**src/ltc_pkg.sv**
```systemverilog
/*
 * constants shared by the lite timer: prescale, counter limits, register
 * indices and byte addresses, field positions, reset values, bus codes.
 * assumes the system clock is the oscillator that the prescaler divides.
 */
package ltc_pkg;

    // --------------------------------------------------------------
    // timing
    // --------------------------------------------------------------
    localparam int LTC_PRESCALE = 32;
    localparam int LTC_DIV_W = 5;
    // short timebase period in oscillator cycles, long one is double
    localparam int LTC_T1_SHORT_OSC = 8000;
    localparam int LTC_T1_LONG_OSC = 16000;
    localparam logic [7:0] LTC_CNT1_TOP =
        8'(LTC_T1_SHORT_OSC / LTC_PRESCALE - 1);
    localparam logic [7:0] LTC_CNT2_TOP = 8'hff;
    localparam logic [7:0] LTC_CNT_RST = 8'h00;
    localparam logic [7:0] LTC_RELOAD_RST = 8'h00;
    localparam logic [7:0] LTC_CAP_RST = 8'h00;

    // --------------------------------------------------------------
    // register map: index, byte address is four times the index
    // --------------------------------------------------------------
    localparam logic [7:0] LTC_IDX_T2CS = 8'h08;
    localparam logic [7:0] LTC_IDX_RELOAD = 8'h09;
    localparam logic [7:0] LTC_IDX_CNT2 = 8'h0a;
    localparam logic [7:0] LTC_IDX_T1CS = 8'h0b;
    localparam logic [7:0] LTC_IDX_CAP = 8'h0c;
    localparam logic [7:0] LTC_ADDR_T2CS = 8'(4 * LTC_IDX_T2CS);
    localparam logic [7:0] LTC_ADDR_RELOAD = 8'(4 * LTC_IDX_RELOAD);
    localparam logic [7:0] LTC_ADDR_CNT2 = 8'(4 * LTC_IDX_CNT2);
    localparam logic [7:0] LTC_ADDR_T1CS = 8'(4 * LTC_IDX_T1CS);
    localparam logic [7:0] LTC_ADDR_CAP = 8'(4 * LTC_IDX_CAP);

    // --------------------------------------------------------------
    // field positions
    // --------------------------------------------------------------
    localparam int LTC_T2_EN_BIT = 1;
    localparam int LTC_T2_FLAG_BIT = 0;
    localparam int LTC_CAP_EN_BIT = 7;
    localparam int LTC_CAP_FLAG_BIT = 6;
    localparam int LTC_PSEL_BIT = 5;
    localparam int LTC_T1_EN_BIT = 4;
    localparam int LTC_T1_FLAG_BIT = 3;
    localparam logic LTC_BIT_RST = 1'b0;

    // --------------------------------------------------------------
    // bus answers and register select
    // --------------------------------------------------------------
    localparam logic [1:0] LTC_RESP_OKAY = 2'b00;
    localparam logic [1:0] LTC_RESP_SLVERR = 2'b10;

    typedef enum logic [2:0] {
        LTC_SEL_NONE = 3'b000,
        LTC_SEL_T2CS = 3'b001,
        LTC_SEL_RELOAD = 3'b010,
        LTC_SEL_CNT2 = 3'b011,
        LTC_SEL_T1CS = 3'b100,
        LTC_SEL_CAP = 3'b101
    } ltc_sel_t;

endpackage

```
**src/ltc_lite_timer.sv**
```systemverilog
/*
 * lite timer: timebase counter 1 with selectable period, auto-reload
 * counter 2, 8-bit input capture, three interrupt lines, all registers
 * reached over an AXI4-Lite slave.
 * assumes aclk is the oscillator, halt_mode and cpu_irq_mask come from
 * logic on the same clock, capture_pin is asynchronous.
 */
// Added by the designer: the register addresses and the AXI4-Lite register port.
`timescale 1ns/1ps

// Behaviour
// - counter 1 counts from zero every 32 cycles
// - counter 1 overflows wrapping from F9h to 00h
// - period select doubles counter 1 overflow interval
// - counter 1 overflow sets flag, optional interrupt
// - reading control/status 1 clears tick 1 flag
// - pin edge latches counter 1, sets capture flag
// - capture interrupt optional; value read clears flag
// - no new capture while capture flag set
// - counter 2 readable, starts from reload value
// - counter 2 reloads on wrap from FFh
// - reload write applies only at next overflow
// - reload sets counter 2 period in steps
// - counter 2 overflow sets flag, optional interrupt
// - reading control/status 2 clears tick 2 flag
// - software writes never change tick 2 flag
// - three separate interrupt request lines
// - interrupt needs enable and cleared global mask
// - halt stops counters, other modes keep running
// - period select gives 8000 or 16000 cycles
module ltc_lite_timer
    import ltc_pkg::*;
(
    input wire logic aclk,          // oscillator clock
    input wire logic aresetn,       // sync reset, active low
    input wire logic [7:0] awaddr,  // write address
    input wire logic awvalid,       // write address valid
    output logic awready,           // write address ready
    input wire logic [31:0] wdata,  // write data
    input wire logic [3:0] wstrb,   // write byte strobes
    input wire logic wvalid,        // write data valid
    output logic wready,            // write data ready
    output logic [1:0] bresp,       // write response
    output logic bvalid,            // write response valid
    input wire logic bready,        // write response ready
    input wire logic [7:0] araddr,  // read address
    input wire logic arvalid,       // read address valid
    output logic arready,           // read address ready
    output logic [31:0] rdata,      // read data
    output logic [1:0] rresp,       // read response
    output logic rvalid,            // read data valid
    input wire logic rready,        // read data ready
    input wire logic capture_pin,   // asynchronous capture input
    input wire logic halt_mode,     // cpu in halt, counters stop
    input wire logic cpu_irq_mask,  // global interrupt mask
    output logic irq_tick1,         // timebase 1 interrupt request
    output logic irq_tick2,         // timebase 2 interrupt request
    output logic irq_capture        // capture interrupt request
);

    // --------------------------------------------------------------
    // address decode
    // --------------------------------------------------------------
    function automatic ltc_sel_t decode(input logic [7:0] addr);
        ltc_sel_t sel;
        sel = LTC_SEL_NONE;
        if (addr == LTC_ADDR_T2CS) begin
            sel = LTC_SEL_T2CS;
        end else if (addr == LTC_ADDR_RELOAD) begin
            sel = LTC_SEL_RELOAD;
        end else if (addr == LTC_ADDR_CNT2) begin
            sel = LTC_SEL_CNT2;
        end else if (addr == LTC_ADDR_T1CS) begin
            sel = LTC_SEL_T1CS;
        end else if (addr == LTC_ADDR_CAP) begin
            sel = LTC_SEL_CAP;
        end
        return sel;
    endfunction

    logic tick;
    logic [7:0] cnt1;
    logic half;
    logic t1_ovf;
    logic [7:0] cnt2;
    logic t2_ovf;
    logic [7:0] reload;
    logic period_select;
    logic tick1_irq_en;
    logic tick2_irq_en;
    logic capture_irq_en;
    logic tick1_flag;
    logic tick2_flag;
    logic capture_flag;
    logic [7:0] capture_value;

    // --------------------------------------------------------------
    // write channel
    // --------------------------------------------------------------
    logic aw_full;
    logic w_full;
    logic [7:0] aw_addr;
    logic [31:0] w_data;
    logic [3:0] w_strb;
    logic wr_do;
    ltc_sel_t wr_sel;
    logic wr_lane;

    assign awready = !aw_full && !bvalid;
    assign wready = !w_full && !bvalid;
    assign wr_do = aw_full && w_full && !bvalid;
    assign wr_sel = decode(aw_addr);
    assign wr_lane = wr_do && w_strb[0];

    always_ff @(posedge aclk) begin
        if (!aresetn) begin
            aw_full <= 1'b0;
            aw_addr <= '0;
        end else if (awvalid && awready) begin
            aw_full <= 1'b1;
            aw_addr <= awaddr;
        end else if (wr_do) begin
            aw_full <= 1'b0;
        end
    end

    always_ff @(posedge aclk) begin
        if (!aresetn) begin
            w_full <= 1'b0;
            w_data <= '0;
            w_strb <= '0;
        end else if (wvalid && wready) begin
            w_full <= 1'b1;
            w_data <= wdata;
            w_strb <= wstrb;
        end else if (wr_do) begin
            w_full <= 1'b0;
        end
    end

    always_ff @(posedge aclk) begin
        if (!aresetn) begin
            bvalid <= 1'b0;
            bresp <= LTC_RESP_OKAY;
        end else if (wr_do) begin
            bvalid <= 1'b1;
            bresp <= (wr_sel == LTC_SEL_NONE) ? LTC_RESP_SLVERR
                                              : LTC_RESP_OKAY;
        end else if (bready) begin
            bvalid <= 1'b0;
        end
    end

    // --------------------------------------------------------------
    // read channel, reads of status and capture clear flags
    // --------------------------------------------------------------
    logic rd_take;
    ltc_sel_t rd_sel;
    logic [7:0] rd_byte;
    logic clr_t1;
    logic clr_t2;
    logic clr_cap;

    assign arready = !rvalid;
    assign rd_take = arvalid && arready;
    assign rd_sel = decode(araddr);
    assign clr_t1 = rd_take && rd_sel == LTC_SEL_T1CS;
    assign clr_t2 = rd_take && rd_sel == LTC_SEL_T2CS;
    assign clr_cap = rd_take && rd_sel == LTC_SEL_CAP;

    always_comb begin
        rd_byte = 8'h00;
        case (rd_sel)
            LTC_SEL_T2CS: begin
                rd_byte[LTC_T2_EN_BIT] = tick2_irq_en;
                rd_byte[LTC_T2_FLAG_BIT] = tick2_flag;
            end
            LTC_SEL_RELOAD: rd_byte = reload;
            LTC_SEL_CNT2: rd_byte = cnt2;
            LTC_SEL_T1CS: begin
                rd_byte[LTC_CAP_EN_BIT] = capture_irq_en;
                rd_byte[LTC_CAP_FLAG_BIT] = capture_flag;
                rd_byte[LTC_PSEL_BIT] = period_select;
                rd_byte[LTC_T1_EN_BIT] = tick1_irq_en;
                rd_byte[LTC_T1_FLAG_BIT] = tick1_flag;
            end
            LTC_SEL_CAP: rd_byte = capture_value;
            default: rd_byte = 8'h00;
        endcase
    end

    always_ff @(posedge aclk) begin
        if (!aresetn) begin
            rvalid <= 1'b0;
            rdata <= '0;
            rresp <= LTC_RESP_OKAY;
        end else if (rd_take) begin
            rvalid <= 1'b1;
            rdata <= {24'h000000, rd_byte};
            rresp <= (rd_sel == LTC_SEL_NONE) ? LTC_RESP_SLVERR
                                              : LTC_RESP_OKAY;
        end else if (rready) begin
            rvalid <= 1'b0;
        end
    end

    // --------------------------------------------------------------
    // software controls; flag bits are not writable
    // --------------------------------------------------------------
    always_ff @(posedge aclk) begin
        if (!aresetn) begin
            period_select <= LTC_BIT_RST;
            tick1_irq_en <= LTC_BIT_RST;
            capture_irq_en <= LTC_BIT_RST;
        end else if (wr_lane && wr_sel == LTC_SEL_T1CS) begin
            period_select <= w_data[LTC_PSEL_BIT];
            tick1_irq_en <= w_data[LTC_T1_EN_BIT];
            capture_irq_en <= w_data[LTC_CAP_EN_BIT];
        end
    end

    always_ff @(posedge aclk) begin
        if (!aresetn) begin
            tick2_irq_en <= LTC_BIT_RST;
        end else if (wr_lane && wr_sel == LTC_SEL_T2CS) begin
            tick2_irq_en <= w_data[LTC_T2_EN_BIT];
        end
    end

    always_ff @(posedge aclk) begin
        if (!aresetn) begin
            reload <= LTC_RELOAD_RST;
        end else if (wr_lane && wr_sel == LTC_SEL_RELOAD) begin
            reload <= w_data[7:0];
        end
    end

    // --------------------------------------------------------------
    // prescaler and timebase counter 1
    // --------------------------------------------------------------
    ltc_prescale ltc_prescale_i (
        .aclk(aclk),
        .aresetn(aresetn),
        .halt_mode(halt_mode),
        .tick(tick)
    );

    always_ff @(posedge aclk) begin
        if (!aresetn) begin
            cnt1 <= LTC_CNT_RST;
            half <= 1'b0;
        end else if (tick) begin
            if (cnt1 == LTC_CNT1_TOP) begin
                cnt1 <= LTC_CNT_RST;
                half <= !half;
            end else begin
                cnt1 <= 8'(cnt1 + 1'b1);
            end
        end
    end

    // long period: only every second wrap counts as an overflow
    assign t1_ovf = tick && cnt1 == LTC_CNT1_TOP
                    && (!period_select || half);

    always_ff @(posedge aclk) begin
        if (!aresetn) begin
            tick1_flag <= LTC_BIT_RST;
        end else if (t1_ovf) begin
            tick1_flag <= 1'b1;
        end else if (clr_t1) begin
            tick1_flag <= 1'b0;
        end
    end

    // --------------------------------------------------------------
    // auto-reload counter 2
    // --------------------------------------------------------------
    assign t2_ovf = tick && cnt2 == LTC_CNT2_TOP;

    always_ff @(posedge aclk) begin
        if (!aresetn) begin
            cnt2 <= LTC_RELOAD_RST;
        end else if (t2_ovf) begin
            cnt2 <= reload;
        end else if (tick) begin
            cnt2 <= 8'(cnt2 + 1'b1);
        end
    end

    always_ff @(posedge aclk) begin
        if (!aresetn) begin
            tick2_flag <= LTC_BIT_RST;
        end else if (t2_ovf) begin
            tick2_flag <= 1'b1;
        end else if (clr_t2) begin
            tick2_flag <= 1'b0;
        end
    end

    // --------------------------------------------------------------
    // input capture
    // --------------------------------------------------------------
    ltc_capture ltc_capture_i (
        .aclk(aclk),
        .aresetn(aresetn),
        .capture_pin(capture_pin),
        .count_in(cnt1),
        .clear(clr_cap),
        .capture_flag(capture_flag),
        .capture_value(capture_value)
    );

    // --------------------------------------------------------------
    // interrupt lines, one per event
    // --------------------------------------------------------------
    always_ff @(posedge aclk) begin
        if (!aresetn) begin
            irq_tick1 <= 1'b0;
            irq_tick2 <= 1'b0;
            irq_capture <= 1'b0;
        end else begin
            irq_tick1 <= tick1_flag && tick1_irq_en
                         && !cpu_irq_mask;
            irq_tick2 <= tick2_flag && tick2_irq_en
                         && !cpu_irq_mask;
            irq_capture <= capture_flag && capture_irq_en
                           && !cpu_irq_mask;
        end
    end
endmodule

```
**src/ltc_prescale.sv**
```systemverilog
/*
 * divide-by-32 enable for the timer counters, frozen in halt.
 * assumes halt_mode comes from logic on the same clock.
 */
`timescale 1ns/1ps
module ltc_prescale
    import ltc_pkg::*;
(
    input wire logic aclk,      // oscillator clock
    input wire logic aresetn,   // sync reset, active low
    input wire logic halt_mode, // stops the divider
    output logic tick           // one-cycle enable every 32 cycles
);

    logic [LTC_DIV_W-1:0] div;

    always_ff @(posedge aclk) begin
        if (!aresetn) begin
            div <= '0;
        end else if (!halt_mode) begin
            div <= LTC_DIV_W'(div + 1'b1);
        end
    end

    assign tick = !halt_mode && (div == LTC_DIV_W'(LTC_PRESCALE - 1));
endmodule

```
**src/ltc_capture.sv**
```systemverilog
/*
 * input capture: synchronises the capture pin, detects either edge,
 * latches counter 1 and holds the flag until the value is read.
 * assumes clear is a one-cycle pulse from the register read.
 */
`timescale 1ns/1ps
module ltc_capture
    import ltc_pkg::*;
(
    input wire logic aclk,           // oscillator clock
    input wire logic aresetn,        // sync reset, active low
    input wire logic capture_pin,    // asynchronous capture input
    input wire logic [7:0] count_in, // counter 1 value
    input wire logic clear,          // capture value read
    output logic capture_flag,       // a capture is pending
    output logic [7:0] capture_value // last accepted capture
);

    logic sync_a;
    logic sync_b;
    logic pin_last;
    logic take;

    always_ff @(posedge aclk) begin
        if (!aresetn) begin
            sync_a <= 1'b0;
            sync_b <= 1'b0;
            pin_last <= 1'b0;
        end else begin
            sync_a <= capture_pin;
            sync_b <= sync_a;
            pin_last <= sync_b;
        end
    end

    // both edges count; blocked while a capture is still unread
    assign take = (sync_b ^ pin_last) && !capture_flag;

    always_ff @(posedge aclk) begin
        if (!aresetn) begin
            capture_value <= LTC_CAP_RST;
        end else if (take) begin
            capture_value <= count_in;
        end
    end

    always_ff @(posedge aclk) begin
        if (!aresetn) begin
            capture_flag <= LTC_BIT_RST;
        end else if (take) begin
            capture_flag <= 1'b1;
        end else if (clear) begin
            capture_flag <= 1'b0;
        end
    end
endmodule

```
**config.mk**
```make
export PLATFORM = sky130hd
export DESIGN_NAME = ltc_lite_timer
export DESIGN_NICKNAME = d
export VERILOG_FILES = /design/src/ltc_pkg.sv /design/src/ltc_lite_timer.sv /design/src/ltc_prescale.sv /design/src/ltc_capture.sv
export SDC_FILE = /design/constraint.sdc
export NUM_CORES = 1
export LEC_CHECK = 0
export BUFFER_PORTS_ARGS = -buffer_cell sky130_fd_sc_hd__buf_2
export CORE_ASPECT_RATIO = 1.1
export CORE_MARGIN = 2
export CORE_UTILIZATION = 52
export DETAILED_ROUTE_END_ITERATION = 10
export PLACE_DENSITY = 0.79
export REMOVE_ABC_BUFFERS = 1
export SYNTH_ARGS = -nofsm -noshare
export SYNTH_HDL_FRONTEND = slang
export SYNTH_SLANG_ARGS = --single-unit
```
**constraint.sdc**
```tcl
create_clock -name aclk -period 2.3 [get_ports aclk]
set_clock_uncertainty 0.15 [all_clocks]
set_input_delay 0.345 -clock aclk [delete_from_list [all_inputs] [get_ports aclk]]
set_output_delay 0.345 -clock aclk [all_outputs]
set_load 0.005 [all_outputs]
```
**Word-level counts from Yosys, hierarchy flattened**

Index checks and enable logic that the tools add are counted.

- Flip-flop bits (word level): 84
- Latch bits: 0
- Memory bits (writable): 0
- Bits in read-only memories: 0
- Word-level logic and storage cells: 131
- Memories: 0

- Add/sub/neg operators: 3
- Multipliers: 0
- Divide/modulo/power cells: 0
- $lt $le $gt $ge: 0
- Equality and inequality tests: 21
- Shifts and indexed selects: 0
- Mux-type cells: 31
- Bitwise logic cells: 1
- Reductions and logical operators: 46

Operator list:

| kind | number |
|---|---|
| 8-bit by 6-bit == test with 1-bit output, second input constant | 10 |
| 3-bit two-way mux | 10 |
| 1-bit logical AND | 25 |
| 8-bit two-way mux | 3 |
| 5-bit one-hot mux with 4 select lines | 1 |
| 8-bit by 1-bit adder with 8-bit output, second input constant | 2 |
| 8-bit == test, second input constant | 2 |
| 2-bit nonzero test | 8 |
| 1-bit two-way mux | 13 |
| 3-bit by 2-bit == test with 1-bit output, second input constant | 3 |
| 3-bit == test, second input constant | 3 |
| 1-bit zero test | 9 |
| 2-bit one-hot mux with 4 select lines | 1 |
| 3-bit by 1-bit == test with 1-bit output, second input constant | 2 |
| 3-bit zero test | 2 |
| 5-bit by 1-bit adder with 5-bit output, second input constant | 1 |
| 5-bit == test, second input constant | 1 |
| 2-bit two-way mux | 2 |
| 1-bit one-hot mux with 3 select lines | 1 |
| 2-bit AND reduction | 1 |
| 1-bit logical OR | 1 |
| 1-bit XOR | 1 |

**Longest topological paths before layout**

Gate-level depths: netlist of the first run.

- Depth in word-level cells: 10
- Depth in mapped cells: 7
- Gate-level depth less buffers: 7

**Modules after synthesis**

A second synthesis of the first run with hierarchy kept.

- Cells, all modules: 413
- Area, all modules: 3,749.8 um^2

Modules (own cells, without submodules):

| module | instances | cells an instance | area an instance (um^2) |
|---|---|---|---|
| ltc_lite_timer | 1 | 346 | 3,034.2 |
| ltc_capture | 1 | 45 | 457.9 |
| ltc_prescale | 1 | 22 | 257.7 |

**Worst setup path after synthesis of the first run**

Ideal clock, no wire load.

- Path kind: register to register
- Start point: reg ltc_prescale_i.div[0]
- End point: reg cnt2[1]
- Library setup time: 134 ps
- Arrival time: 1,818 ps
- Required time: 2,016 ps
- Slack: 199 ps
- Cell stages (with the launch flop): 8
- Path buffers: 0
- Clock period less this slack: 2,101 ps
- Cell sequence: dfxtp_1 ha_1 and3_1 ha_1 nand4b_1 nor3_1 mux2i_1 a21oi_1

- Cells in the longest elaborated chain, start to end: 4
- Elaborated cells on any way between the ends: 5
- Classes of those cells: 1 x eq/ne; 1 x mux; 3 x reduce/logical

Ends and longest elaborated chain:

| what | RTL line | RTL |
|---|---|---|
| from (decl) | ltc_prescale.sv:15 | `logic [LTC_DIV_W-1:0] div;` |
| from (signal assigned) | ltc_prescale.sv:21 | `div <= LTC_DIV_W'(div + 1'b1);` |
| 5-bit == test (*) | ltc_prescale.sv:25 | `assign tick = !halt_mode && (div == LTC_DIV_W'(LTC_PRESCALE - 1));` |
| 1-bit logical AND (*) | ltc_prescale.sv:25 |  |
| 1-bit logical AND | ltc_lite_timer.sv:279 | `assign t2_ovf = tick && cnt2 == LTC_CNT2_TOP;` |
| 8-bit two-way mux / 2-bit nonzero test (equally long branches) | n/a |  |
| to (signal assigned) | ltc_lite_timer.sv:285 | `cnt2 <= reload;` |
| to (signal assigned) | ltc_lite_timer.sv:287 | `cnt2 <= 8'(cnt2 + 1'b1);` |
| to (decl) | ltc_lite_timer.sv:85 | `logic [7:0] cnt2;` |

Every way passes the cells marked *; elsewhere a longest branch is shown, timed or not.
A chain may end at the register's enable or synchronous reset.

**Final worst setup path of the first run**

- Start point: reg ltc_prescale_i.div[0]
- End point: reg cnt1[1]

- Cells in the longest elaborated chain, start to end: 2

Ends and longest elaborated chain:

| what | RTL line | RTL |
|---|---|---|
| 5-bit == test | ltc_prescale.sv:25 |  |
| 1-bit logical AND | ltc_prescale.sv:25 |  |
| to (signal assigned) | ltc_lite_timer.sv:257 | `cnt1 <= 8'(cnt1 + 1'b1);` |
| to (decl) | ltc_lite_timer.sv:82 | `logic [7:0] cnt1;` |

Every way passes these cells.

==> summary.txt, run 1 <==
STA
  – Fmax: 468 MHz
  – Period utilization: 92.9%
  – Hold Vio Cnt, Final: 0
  – RSZ-0062 raised after global routing: no
  – Least-Margin Pin Slew: 0.608 ns
  – Final setup violation count: 0
  – Fin crit period: 2.14 ns
  – Slew headroom: 59.5%
  – Final TNS setup: 0 ns
  – Max-slew violations: 0

Routing
  – DRC violations left: 0
  – Detailed-route wire length: 7430 um
  – Routed len/inst: 13.2 um
  – Post-route ant nets: 0
  – WL met1: 3390 um
  – Vias: 2984
  – Met3 Wirelength: 377 um
  – Vias per cell: 5.32
  – DRT iter0 DRCs: 127
  – Max layer used: met4
  – DR pass1 iterations: 4
  – WL met2: 3520 um

Critical path
  – Cells on worst reg2reg path: 7
  – Crit path kind: flop to flop
  – Req. time, crit path: 2.38 ns
  – Crit path capture type: flop
  – Reg-to-Reg End: cnt1[1]
  – Reg2reg start: ltc_prescale_i.div[0]
  – Worst setup SP type: flop
  – CP max FO: 8
  – Arr. time, crit path: 2.22 ns
  – Worst R2R Setup Slack: 0.16 ns

Floorplanning
  – Die width: 84.2 um
  – Initial core utilization: 53.2%
  – Core area: 0.00693 mm2
  – Top Ports: 106
  – Rows: 32
  – Die area: 0.00777 mm2
  – Die H: 92.3 um

Finish
  – Filler instances: 636
  – Area delta synth->final: 12.9%
  – Final nets: 539
  – Multi-input logic area: 0.00185 mm2
  – Final design utilization: 60.0%
  – Layout cells sized above 1: 17.6%
  – Antenna diodes: 0
  – Commonest non-fill, non-tap cell in the layout: dfxtp_1
  – Most used cells in the layout excluding fill and tap cells: dfxtp_1, nand2_1, buf_2, nor2_1, a21oi_1
  – Sequential cell area: 0.00164 mm2

Clocking
  – Longest Clk Path Bufs: 2
  – CTS tree: built
  – Root Buffer: clkbuf_8
  – CTS Sinks: 82
  – Post-CTS sizing: 0
  – Post-CTS setup buffers: 0
  – Clk pin slew, worst setup/hold paths: 0.07 ns
  – Clk_lat worst skew: 0.36 ns
  – Hold_buf cts: 0
  – CTS H-tree lvls: 3
  – Cts bufs inserted: 9

Placed design
  – Gpl congestion: 0.847
  – HPWL after DPL: 5420 um
  – IO Port Bufs: 52

GRT
  – Initial antenna violation count: 0
  – Vias in the first global route: 2632
  – Total gr overflow: 0
  – Pin count of the biggest net entering global routing: 36
  – Global-route wire length before repair: 12200 um
  – Gr usage total: 19.8%

Synth
  – Mean Syn Cell Area: 8.81 um2
  – Post-Syn Instances: 418
  – Cell type with the largest total area after synthesis: dfxtp_1
  – Top_reg_cell synth: dfxtp_1
  – Top cells by area, synth: dfxtp_1, mux2i_1, nand2_1, buf_4, nor2_1
  – Yosys reg bits: 82
  – Synth warn: 0
  – FFs w/ async S/R, synth: 0%
  – Seq/Total Area, Yosys: 44.6%
  – Share of the synthesized area in the top cell type: 44.6%
  – Post-Syn Area: 0.00368 mm2
  – Count of different cell masters after synthesis: 50
  – Post-synth EDFFs: 0

Power
  – Pwr dens: 672 mW/mm2
  – Max IR drop VDD: 0.000365 V
  – Leakage: 1.68 nW

Worst hold path
  – Hold depth: 2
  – Hold Path End: ltc_capture_i.sync_a
  – HP Start: capture_pin
  – Min-Delay Path Class: primary input to flop

Status
  – Status: complete, no violations

Flow run
  – Max-cap violations: 0
[kinds of logic after synthesis]
| logic type | Yosys count | share of synthesized area, % |
|---|---|---|
| compound gates | 80 | 13.7 |
| xor+xnor | 13 | 3.09 |
| fa+ha+maj | 5 | 1.70 |
| buf+inv | 50 | 7.75 |
| flops | 82 | 44.6 |
| mux | 29 | 8.05 |
| other cells | 1 | 0.102 |
| simple gates | 158 | 21.1 |
[power by group]
group          switching [W]  internal, W  total, W
Clock               0.000506     0.000610   0.00112
Combinational       0.000120    0.0000777  0.000198
Sequential         0.0000272      0.00145   0.00148
Total               0.000654      0.00214   0.00280
[cells in the mapped netlist, types with 2 or more instances]
cell type	count
dfxtp_1	82
nand2_1	56
nor2_1	45
a21oi_1	32
buf_4	26
mux2i_1	24
o21ai_0	15
clkbuf_1	14
a22o_1	7
inv_1	7
xnor2_1	7
and3_1	6
nand3_1	6
nand4_1	6
nor2b_1	6
xor2_1	6
a22oi_1	5
a31oi_1	5
and2_1	5
ha_1	5
mux2_2	5
nand3b_1	5
nor3_1	5
nand2b_1	4
buf_1	3
nand4b_1	3
a211oi_1	2
nor4_1	2
o21a_1	2
or4_1	2
[worst max-delay path by stage]
| stage | startpoint | endpoint | slack, ns | cells after the start |
|---|---|---|---|---|
| after global placement | ltc_prescale_i.div[0] | cnt1[1] | 0.21 | 7 |
| final | ltc_prescale_i.div[0] | cnt1[1] | 0.16 | 7 |
| after global routing | ltc_prescale_i.div[0] | cnt1[1] | 0.03 | 7 |
| after floorplan | ltc_prescale_i.div[0] | cnt2[1] | 0.18 | 7 |
| after detailed placement | ltc_prescale_i.div[0] | cnt1[1] | 0.17 | 7 |
| after CTS | ltc_prescale_i.div[0] | cnt1[1] | 0.15 | 7 |
[routing by layer]
metal  global-route usage [%]  vias up
met5                        0        -
li1                         -     1517
met4                     10.9        0
met3                     3.87       11
met1                     24.9     1368
met2                     31.7       88
[through the flow]
stage | hold WS (ns) | total power, W | std cells | cell area, um2 | setup slack [ns]
after floorplan | 0.262 | 0.00162 | 400 | 3520 | 0.182
after global placement | 0.273 | 0.00171 | 546 | 3950 | 0.214
after detailed placement | 0.278 | 0.00171 | 546 | 3950 | 0.165
after CTS | 0.0397 | 0.00282 | 561 | 4160 | 0.146
after global routing | 0.0559 | 0.00291 | 561 | 4160 | 0.0274
final | 0.0506 | 0.00280 | 561 | 4160 | 0.164
[area by class of cell]
| cell class | count | share of cell area (%) |
|---|---|---|
| Multi-Input combinational cell | 311 | 44.5 |
| Sequential cell | 82 | 39.5 |
| Timing Repair Buffer | 61 | 7.88 |
| Clock buffer | 11 | 3.16 |
| Tap cell | 85 | 2.56 |
| Clock inverter | 4 | 1.84 |
| Inverter | 7 | 0.632 |
[registers in the layout, summed over array words and instances, names as in the netlist, 5 cells and up]
register                     flops
ltc_capture_i.capture_value      8
aw_addr                          8
ltc_prescale_i.div               5
w_data                           8
reload                           8
cnt1                             8
rdata                            8
cnt2                             8
[worst max-delay path, stage by stage (launching register included)]
cell and delay [ns]:
dfxtp_1 0.37, ha_1 0.17, and3_1 0.16, ha_1 0.19
nand2b_1 0.08, or4_1 0.54, nand2_1 0.26, a211oi_1 0.09
Power figures use the tool's default switching activity.
==> run 2, diff against run 1 <==
Settings changed: ABC_AREA set to 1, CORE_UTILIZATION 52 to 53.
==> summary.txt, run 2 <==
Power
  – Combinational power share: 8.7% (+1.6 points)
  – Sw Share: 24.3% (+0.91 points)
  – Pwr dens: 644 mW/mm2 (-4.2%)
  – Max IR drop VDD: 0.000469 V (+28%)
  – Leakage: 2.00 nW (+19%)
  – Net switching power: 0.000689 W (+5.3%)
  – Clock share of power: 38.0% (-1.9 points)
  – Register share of total power: 53.3% (+0.3 points)
  – Final Total Pwr: 0.00283 W (+1.4%)
  – Internal power: 0.00215 W (+0.21%)

Floorplanning
  – Core area: 0.00739 mm2 (+6.7%)
  – Die width: 87.1 um (+3.4%)
  – Rows: 33 (+3.1%)
  – Die H: 95.4 um (+3.4%)
  – Die area: 0.00830 mm2 (+6.8%)
  – Initial core utilization: 54.4% (+1.3 points)
  – Top Ports: 106 (unchanged)

GRT
  – Vias in the first global route: 2963 (+13%)
  – Initial antenna violation count: 0 (unchanged)
  – Global-route wire length before repair: 13000 um (+6.3%)
  – Total gr overflow: 0 (unchanged)
  – Gr usage total: 20.0% (+0.22 points)
  – Pin count of the biggest net entering global routing: 47 (+31%)

Synth
  – Post-synth EDFFs: 0 (unchanged)
  – Cell type with the largest total area after synthesis: dfxtp_1
  – Yosys reg bits: 82 (unchanged)
  – Count of different cell masters after synthesis: 41 (-18%)
  – Top_reg_cell synth: dfxtp_1
  – Post-Syn Instances: 549 (+31%)
  – Count leader, synth: nand2_1
  – Seq/Total Area, Yosys: 40.8% (-3.8 points)
  – Synth warn: 0 (unchanged)
  – Mean Syn Cell Area: 7.33 um2 (-17%)
  – Share of the synthesized area in the top cell type: 40.8% (-3.8 points)
  – Top cells by area, synth: dfxtp_1, nand2_1, a21oi_1, buf_4, o21ai_0
  – Post-Syn Area: 0.00402 mm2 (+9.2%)
  – FFs w/ async S/R, synth: 0% (unchanged)
  – Most frequent cells after synthesis: nand2_1, dfxtp_1, inv_1, nor2_1, a21oi_1

Flow run
  – Max-cap violations: 0 (unchanged)

Placed design
  – IO Port Bufs: 52 (unchanged)
  – Post-DP Area: 0.00420 mm2 (+6.2%)
  – Gpl congestion: 0.883 (+4.3%)
  – HPWL after DPL: 5870 um (+8.3%)
  – Cell count after placement: 672 (+23%)

STA
  – Final TNS setup: 0 ns (unchanged)
  – RSZ-0062 raised after global routing: no
  – Slew headroom: 65.7% (+6.2 points)
  – Final setup violation count: 0 (unchanged)
  – Least-Margin Pin Slew: 0.513 ns (-0.0947 ns)
  – Hold Vio Cnt, Final: 0 (unchanged)
  – Fmax: 474 MHz (+1.2%)
  – Period utilization: 91.7% (-1.1 points)
  – Max-slew violations: 0 (unchanged)
  – Fin crit period: 2.11 ns (-0.0262 ns)

Clocking
  – Clk pin slew, worst setup/hold paths: 0.08 ns (about the same)
  – Post-CTS setup buffers: 0 (unchanged)
  – CTS Sinks: 82 (unchanged)
  – Post-CTS sizing: 0 (unchanged)
  – Root Buffer: clkbuf_8
  – Hold_buf cts: 0 (unchanged)
  – Longest Clk Path Bufs: 2 (unchanged)
  – CTS H-tree lvls: 3 (unchanged)
  – Clk_lat worst skew: 0.35 ns (about the same)
  – Cts bufs inserted: 9 (unchanged)
  – CTS tree: built

Critical path
  – CP max FO: 14 (+6)
  – Worst R2R Setup Slack: 0.19 ns (+0.03 ns)
  – CP max stage delay: 0.37 ns (-0.17 ns)
  – Worst setup SP type: flop
  – CP cell instances: ha_1 -> inv_1 -> nor3_1 -> ha_1 -> nand2_4 -> inv_2 -> nand3_2 -> nand2_1 -> o21ai_0 -> o21ai_0 -> inv_1
  – Req. time, crit path: 2.40 ns (+0.02 ns)
  – Worst Path Buf+Inv: 3 (+3)
  – Arr. time, crit path: 2.21 ns (about the same)
  – CP delay by family, top: simple AND/OR/NAND/NOR gates
  – Slowest-stage cell, CP: dfxtp_1
  – Crit path capture type: flop
  – Crit path kind: flop to flop

Finish
  – Layout cells sized above 1: 17.3% (-0.31 points)
  – Sequential cell area: 0.00164 mm2 (unchanged)
  – Area delta synth->final: 9.42%
  – Final Instance Count excl. Fillers: 687 (+22%)
  – Final nets: 663 (+23%)
  – Design Area, Final: 0.00440 mm2 (+5.8%)
  – Most used cells in the layout excluding fill and tap cells: nand2_1, dfxtp_1, inv_1, nor2_1, buf_2
  – Multi-input logic area: 0.00193 mm2 (+4.2%)
  – Final design utilization: 59.6% (-0.49 points)
  – Filler instances: 674 (+6.0%)
  – Commonest non-fill, non-tap cell in the layout: nand2_1
  – Antenna diodes: 0 (unchanged)

Routing
  – Vias: 3467 (+16%)
  – DRC violations left: 0 (unchanged)
  – Detailed-route wire length: 8080 um (+8.7%)
  – Post-route ant nets: 0 (unchanged)
  – DR pass1 iterations: 4 (unchanged)
  – DRT iter0 DRCs: 294 (+130%)
  – Routed len/inst: 11.8 um (-11%)
  – Vias per cell: 5.05 (-5.1%)

Worst hold path
  – Min-Delay Path Class: primary input to flop

Status
  – Status: complete, no violations
run 2: changes by cell type in the layout (fill, tap and decap cells not counted), sizes merged, moves of 7 or more:
cell / previous run / this run
o21ai: 15 / 57
inv: 8 / 58
nor2: 45 / 63
nor3: 5 / 16
a22o: 7 / 0
a21oi: 32 / 51
nand2: 56 / 104
nand3: 6 / 43
mux2i: 24 / 0
run 2: worst register-to-register path, delay by kind of cell, from the launching register on:
family / cells / cell delay (ns)
AO/OA/AOI/OAI: 2 / 0.24
buffers and inverters: 3 / 0.32
adder cells (fa/ha/maj): 2 / 0.40
flip-flops: 1 / 0.37
AND/OR/NAND/NOR: 4 / 0.53
run 2: power groups by stage:
stage                     clock, W  combinational, W  sequential, W
final                      0.00108          0.000247        0.00151
after global routing       0.00114          0.000284        0.00152
after CTS                  0.00108          0.000248        0.00151
after detailed placement         0          0.000246        0.00154
after global placement           0          0.000239        0.00154
after floorplan                  0          0.000160        0.00153
run 2: area by class of cell:
| cell class | count | share of cell area, % |
|---|---|---|
| multi-input combinational | 386 | 43.8 |
| timing repair buffer | 56 | 6.59 |
| inverter | 61 | 5.23 |
| clock buffer | 13 | 3.84 |
| clock inverter | 2 | 0.796 |
| tap | 87 | 2.47 |
| sequential | 82 | 37.3 |
run 2: path summary, 6_finish.rpt:
kind | startpoint | endpoint | cells after the start
worst max-delay path | ltc_prescale_i.div[1] | cnt2[0] | 11
worst max register to register | ltc_prescale_i.div[1] | cnt2[0] | 11
worst min-delay path | capture_pin | ltc_capture_i.sync_a | 3
worst min register to register | ltc_capture_i.sync_a | ltc_capture_i.sync_b | 2
run 2: routing by layer:
layer / global-route usage, % / vias to the layer above / routed length [um]
met3: 3.29 / 12 / 464
met1: 24.9 / 1531 / 3730
met2: 34.0 / 105 / 3740
li1: - / 1819 / -
met5: 0 / - / 0
met4: 8.85 / 0 / 144
run 2: cells by family after synthesis:
logic type	after synthesis	synth area share, %
buffers and inverters	106	13.6
AND/OR/NAND/NOR	237	28.1
adder cells (fa/ha/maj)	5	1.56
flip-flops	82	40.8
XOR/XNOR	5	1.09
AO/OA/AOI/OAI	113	14.7
other	1	0.0932
run 2: per-stage QoR:
stage / hold slack (ns) / setup WS (ns)
after floorplan: 0.240 / 0.482
after global placement: 0.253 / 0.291
after detailed placement: 0.252 / 0.182
after CTS: 0.0244 / 0.182
after global routing: 0.0385 / 0.00764
final: 0.0288 / 0.190
==> run 3, diff against run 2 <==
Settings changed: RECOVER_POWER set to 100.
==> summary.txt, run 3 (synthesized netlist as in run 2, its figures left out) <==
Clocking
  – CTS H-tree lvls: 3 (unchanged)
  – Clk_lat worst skew: 0.36 ns (about the same)
  – Cts bufs inserted: 9 (unchanged)
  – Hold_buf cts: 0 (unchanged)
  – Post-CTS setup buffers: 0 (unchanged)
  – CTS Sinks: 82 (unchanged)
  – Root Buffer: clkbuf_8
  – Longest Clk Path Bufs: 2 (unchanged)
  – CTS tree: built
  – Post-CTS sizing: 0 (unchanged)
  – Clk pin slew, worst setup/hold paths: 0.08 ns (about the same)

Finish
  – Antenna diodes: 0 (unchanged)
  – Area delta synth->final: 7.62%
  – Layout cells sized above 1: 14.2% (-3.2 points)
  – Final nets: 663 (unchanged)
  – Sequential cell area: 0.00164 mm2 (unchanged)
  – Filler instances: 691 (+2.5%)
  – Most used cells in the layout excluding fill and tap cells: nand2_1, dfxtp_1, nor2_1, inv_1, o21ai_0
  – Multi-input logic area: 0.00187 mm2 (-3.0%)
  – Commonest non-fill, non-tap cell in the layout: nand2_1

GRT
  – Vias in the first global route: 2963 (unchanged)
  – Global-route wire length before repair: 13000 um (unchanged)
  – Pin count of the biggest net entering global routing: 47 (unchanged)
  – Met1 usage: 24.9% (unchanged)
  – Total gr overflow: 0 (unchanged)
  – Grt met2 use: 34.0% (unchanged)
  – Busiest grt layer: met2
  – Gr usage total: 20.0% (unchanged)
  – M3 GR Usage: 3.29% (unchanged)
  – Initial antenna violation count: 0 (unchanged)

Floorplanning
  – Initial core utilization: 54.4% (unchanged)
  – Die area: 0.00830 mm2 (unchanged)
  – Core area: 0.00739 mm2 (unchanged)
  – Rows: 33 (unchanged)
  – Top Ports: 106 (unchanged)
  – Die H: 95.4 um (unchanged)
  – Die width: 87.1 um (unchanged)

Critical path
  – Worst R2R Setup Slack: 0.18 ns (about the same)
  – CP max stage delay: 0.37 ns (about the same)
  – CP delay by family, top: simple AND/OR/NAND/NOR gates
  – Slowest-stage cell, CP: dfxtp_1
  – Crit path kind: flop to flop
  – CP cell instances: ha_1 -> inv_1 -> nor3_1 -> ha_1 -> nand2_4 -> inv_2 -> nand3_2 -> nand2_1 -> o21ai_0 -> o21ai_0 -> inv_1
  – Worst Path Buf+Inv: 3 (unchanged)
  – Req. time, crit path: 2.40 ns (about the same)
  – Worst setup SP type: flop
  – Crit path capture type: flop
  – Arr. time, crit path: 2.22 ns (about the same)
  – CP max FO: 14 (unchanged)

STA
  – RSZ-0062 raised after global routing: no
  – Fin crit period: 2.12 ns (+0.00629 ns)
  – Hold Vio Cnt, Final: 0 (unchanged)
  – Fmax: 473 MHz (-0.30%)
  – Least-Margin Pin Slew: 0.793 ns (+0.280 ns)
  – Final worst slack: 0.184 ns (-0.00629 ns)
  – Slew headroom: 47.1% (-19 points)
  – Max-slew violations: 0 (unchanged)
  – Final TNS setup: 0 ns (unchanged)
  – Final setup violation count: 0 (unchanged)
  – Period utilization: 92.0% (+0.27 points)

Placed design
  – Gpl congestion: 0.883 (unchanged)
  – IO Port Bufs: 52 (unchanged)
  – Pre-CTS setup slack: 0.182 ns (unchanged)
  – HPWL after DPL: 5870 um (unchanged)

Routing
  – DRT iter0 DRCs: 281 (-4.4%)
  – Vias per cell: 5.06 (+0.17%)
  – Detailed-route wire length: 8020 um (-0.71%)
  – Post-route ant nets: 0 (unchanged)
  – DRC violations left: 0 (unchanged)
  – DR pass1 iterations: 4 (unchanged)
  – Vias: 3473 (+0.17%)
  – Routed len/inst: 11.7 um (-0.71%)

Status
  – Status: complete, no violations

Worst hold path
  – Min-Delay Path Class: primary input to flop

Power
  – Max IR drop VDD: 0.000460 V (-1.9%)
  – Pwr dens: 651 mW/mm2 (+1.1%)
  – Leakage: 1.96 nW (-2.2%)

Flow run
  – Max-cap violations: 0 (unchanged)
run 3: through the flow:
stage	total power [W]	utilization (%)	hold WS [ns]	instances	cell area [um2]
floorplan	0.00169	-	0.240	529	3800
global placement	0.00178	56.8	0.253	672	4200
detailed placement	0.00179	56.8	0.252	672	4200
CTS	0.00284	59.6	0.0244	687	4400
global route	0.00293	58.6	0.0385	687	4330
finish	0.00282	58.6	0.0293	687	4330
run 3: layer usage:
layer | wire length [um] | vias up | part of all wire [%]
met5 | 0 | - | 0
met4 | 144 | 0 | 1.8
met3 | 499 | 12 | 6.2
met2 | 3730 | 107 | 47
met1 | 3640 | 1533 | 45
li1 | - | 1821 | -
run 3: power breakdown:
part / internal (W) / switching, W / total (W)
Combinational: 0.0000828 / 0.000154 / 0.000236
Sequential: 0.00147 / 0.0000342 / 0.00151
Clock: 0.000584 / 0.000491 / 0.00107
run 3: cell type report:
class,count,share of cell area (%)
sequential,82,37.9
tap,87,2.51
multi-input combinational,386,43.2
clock inverter,2,0.809
inverter,61,5.32
timing repair buffer,56,6.36
clock buffer,13,3.90
run 3: path summary, 6_finish.rpt:
| check | start | end | cells past startpoint |
|---|---|---|---|
| worst max register to register | ltc_prescale_i.div[1] | cnt2[0] | 11 |
| worst max-delay path | ltc_prescale_i.div[1] | cnt2[0] | 11 |
| worst min-delay path | capture_pin | ltc_capture_i.sync_a | 3 |
| worst min register to register | ltc_capture_i.sync_a | ltc_capture_i.sync_b | 2 |
run 3: worst register-to-register path: cells and delay by family (launching register included):
family	cells	cell delay (ns)
flops	1	0.37
fa+ha+maj	2	0.40
buf+inv	3	0.31
compound gates	2	0.24
simple gates	4	0.53
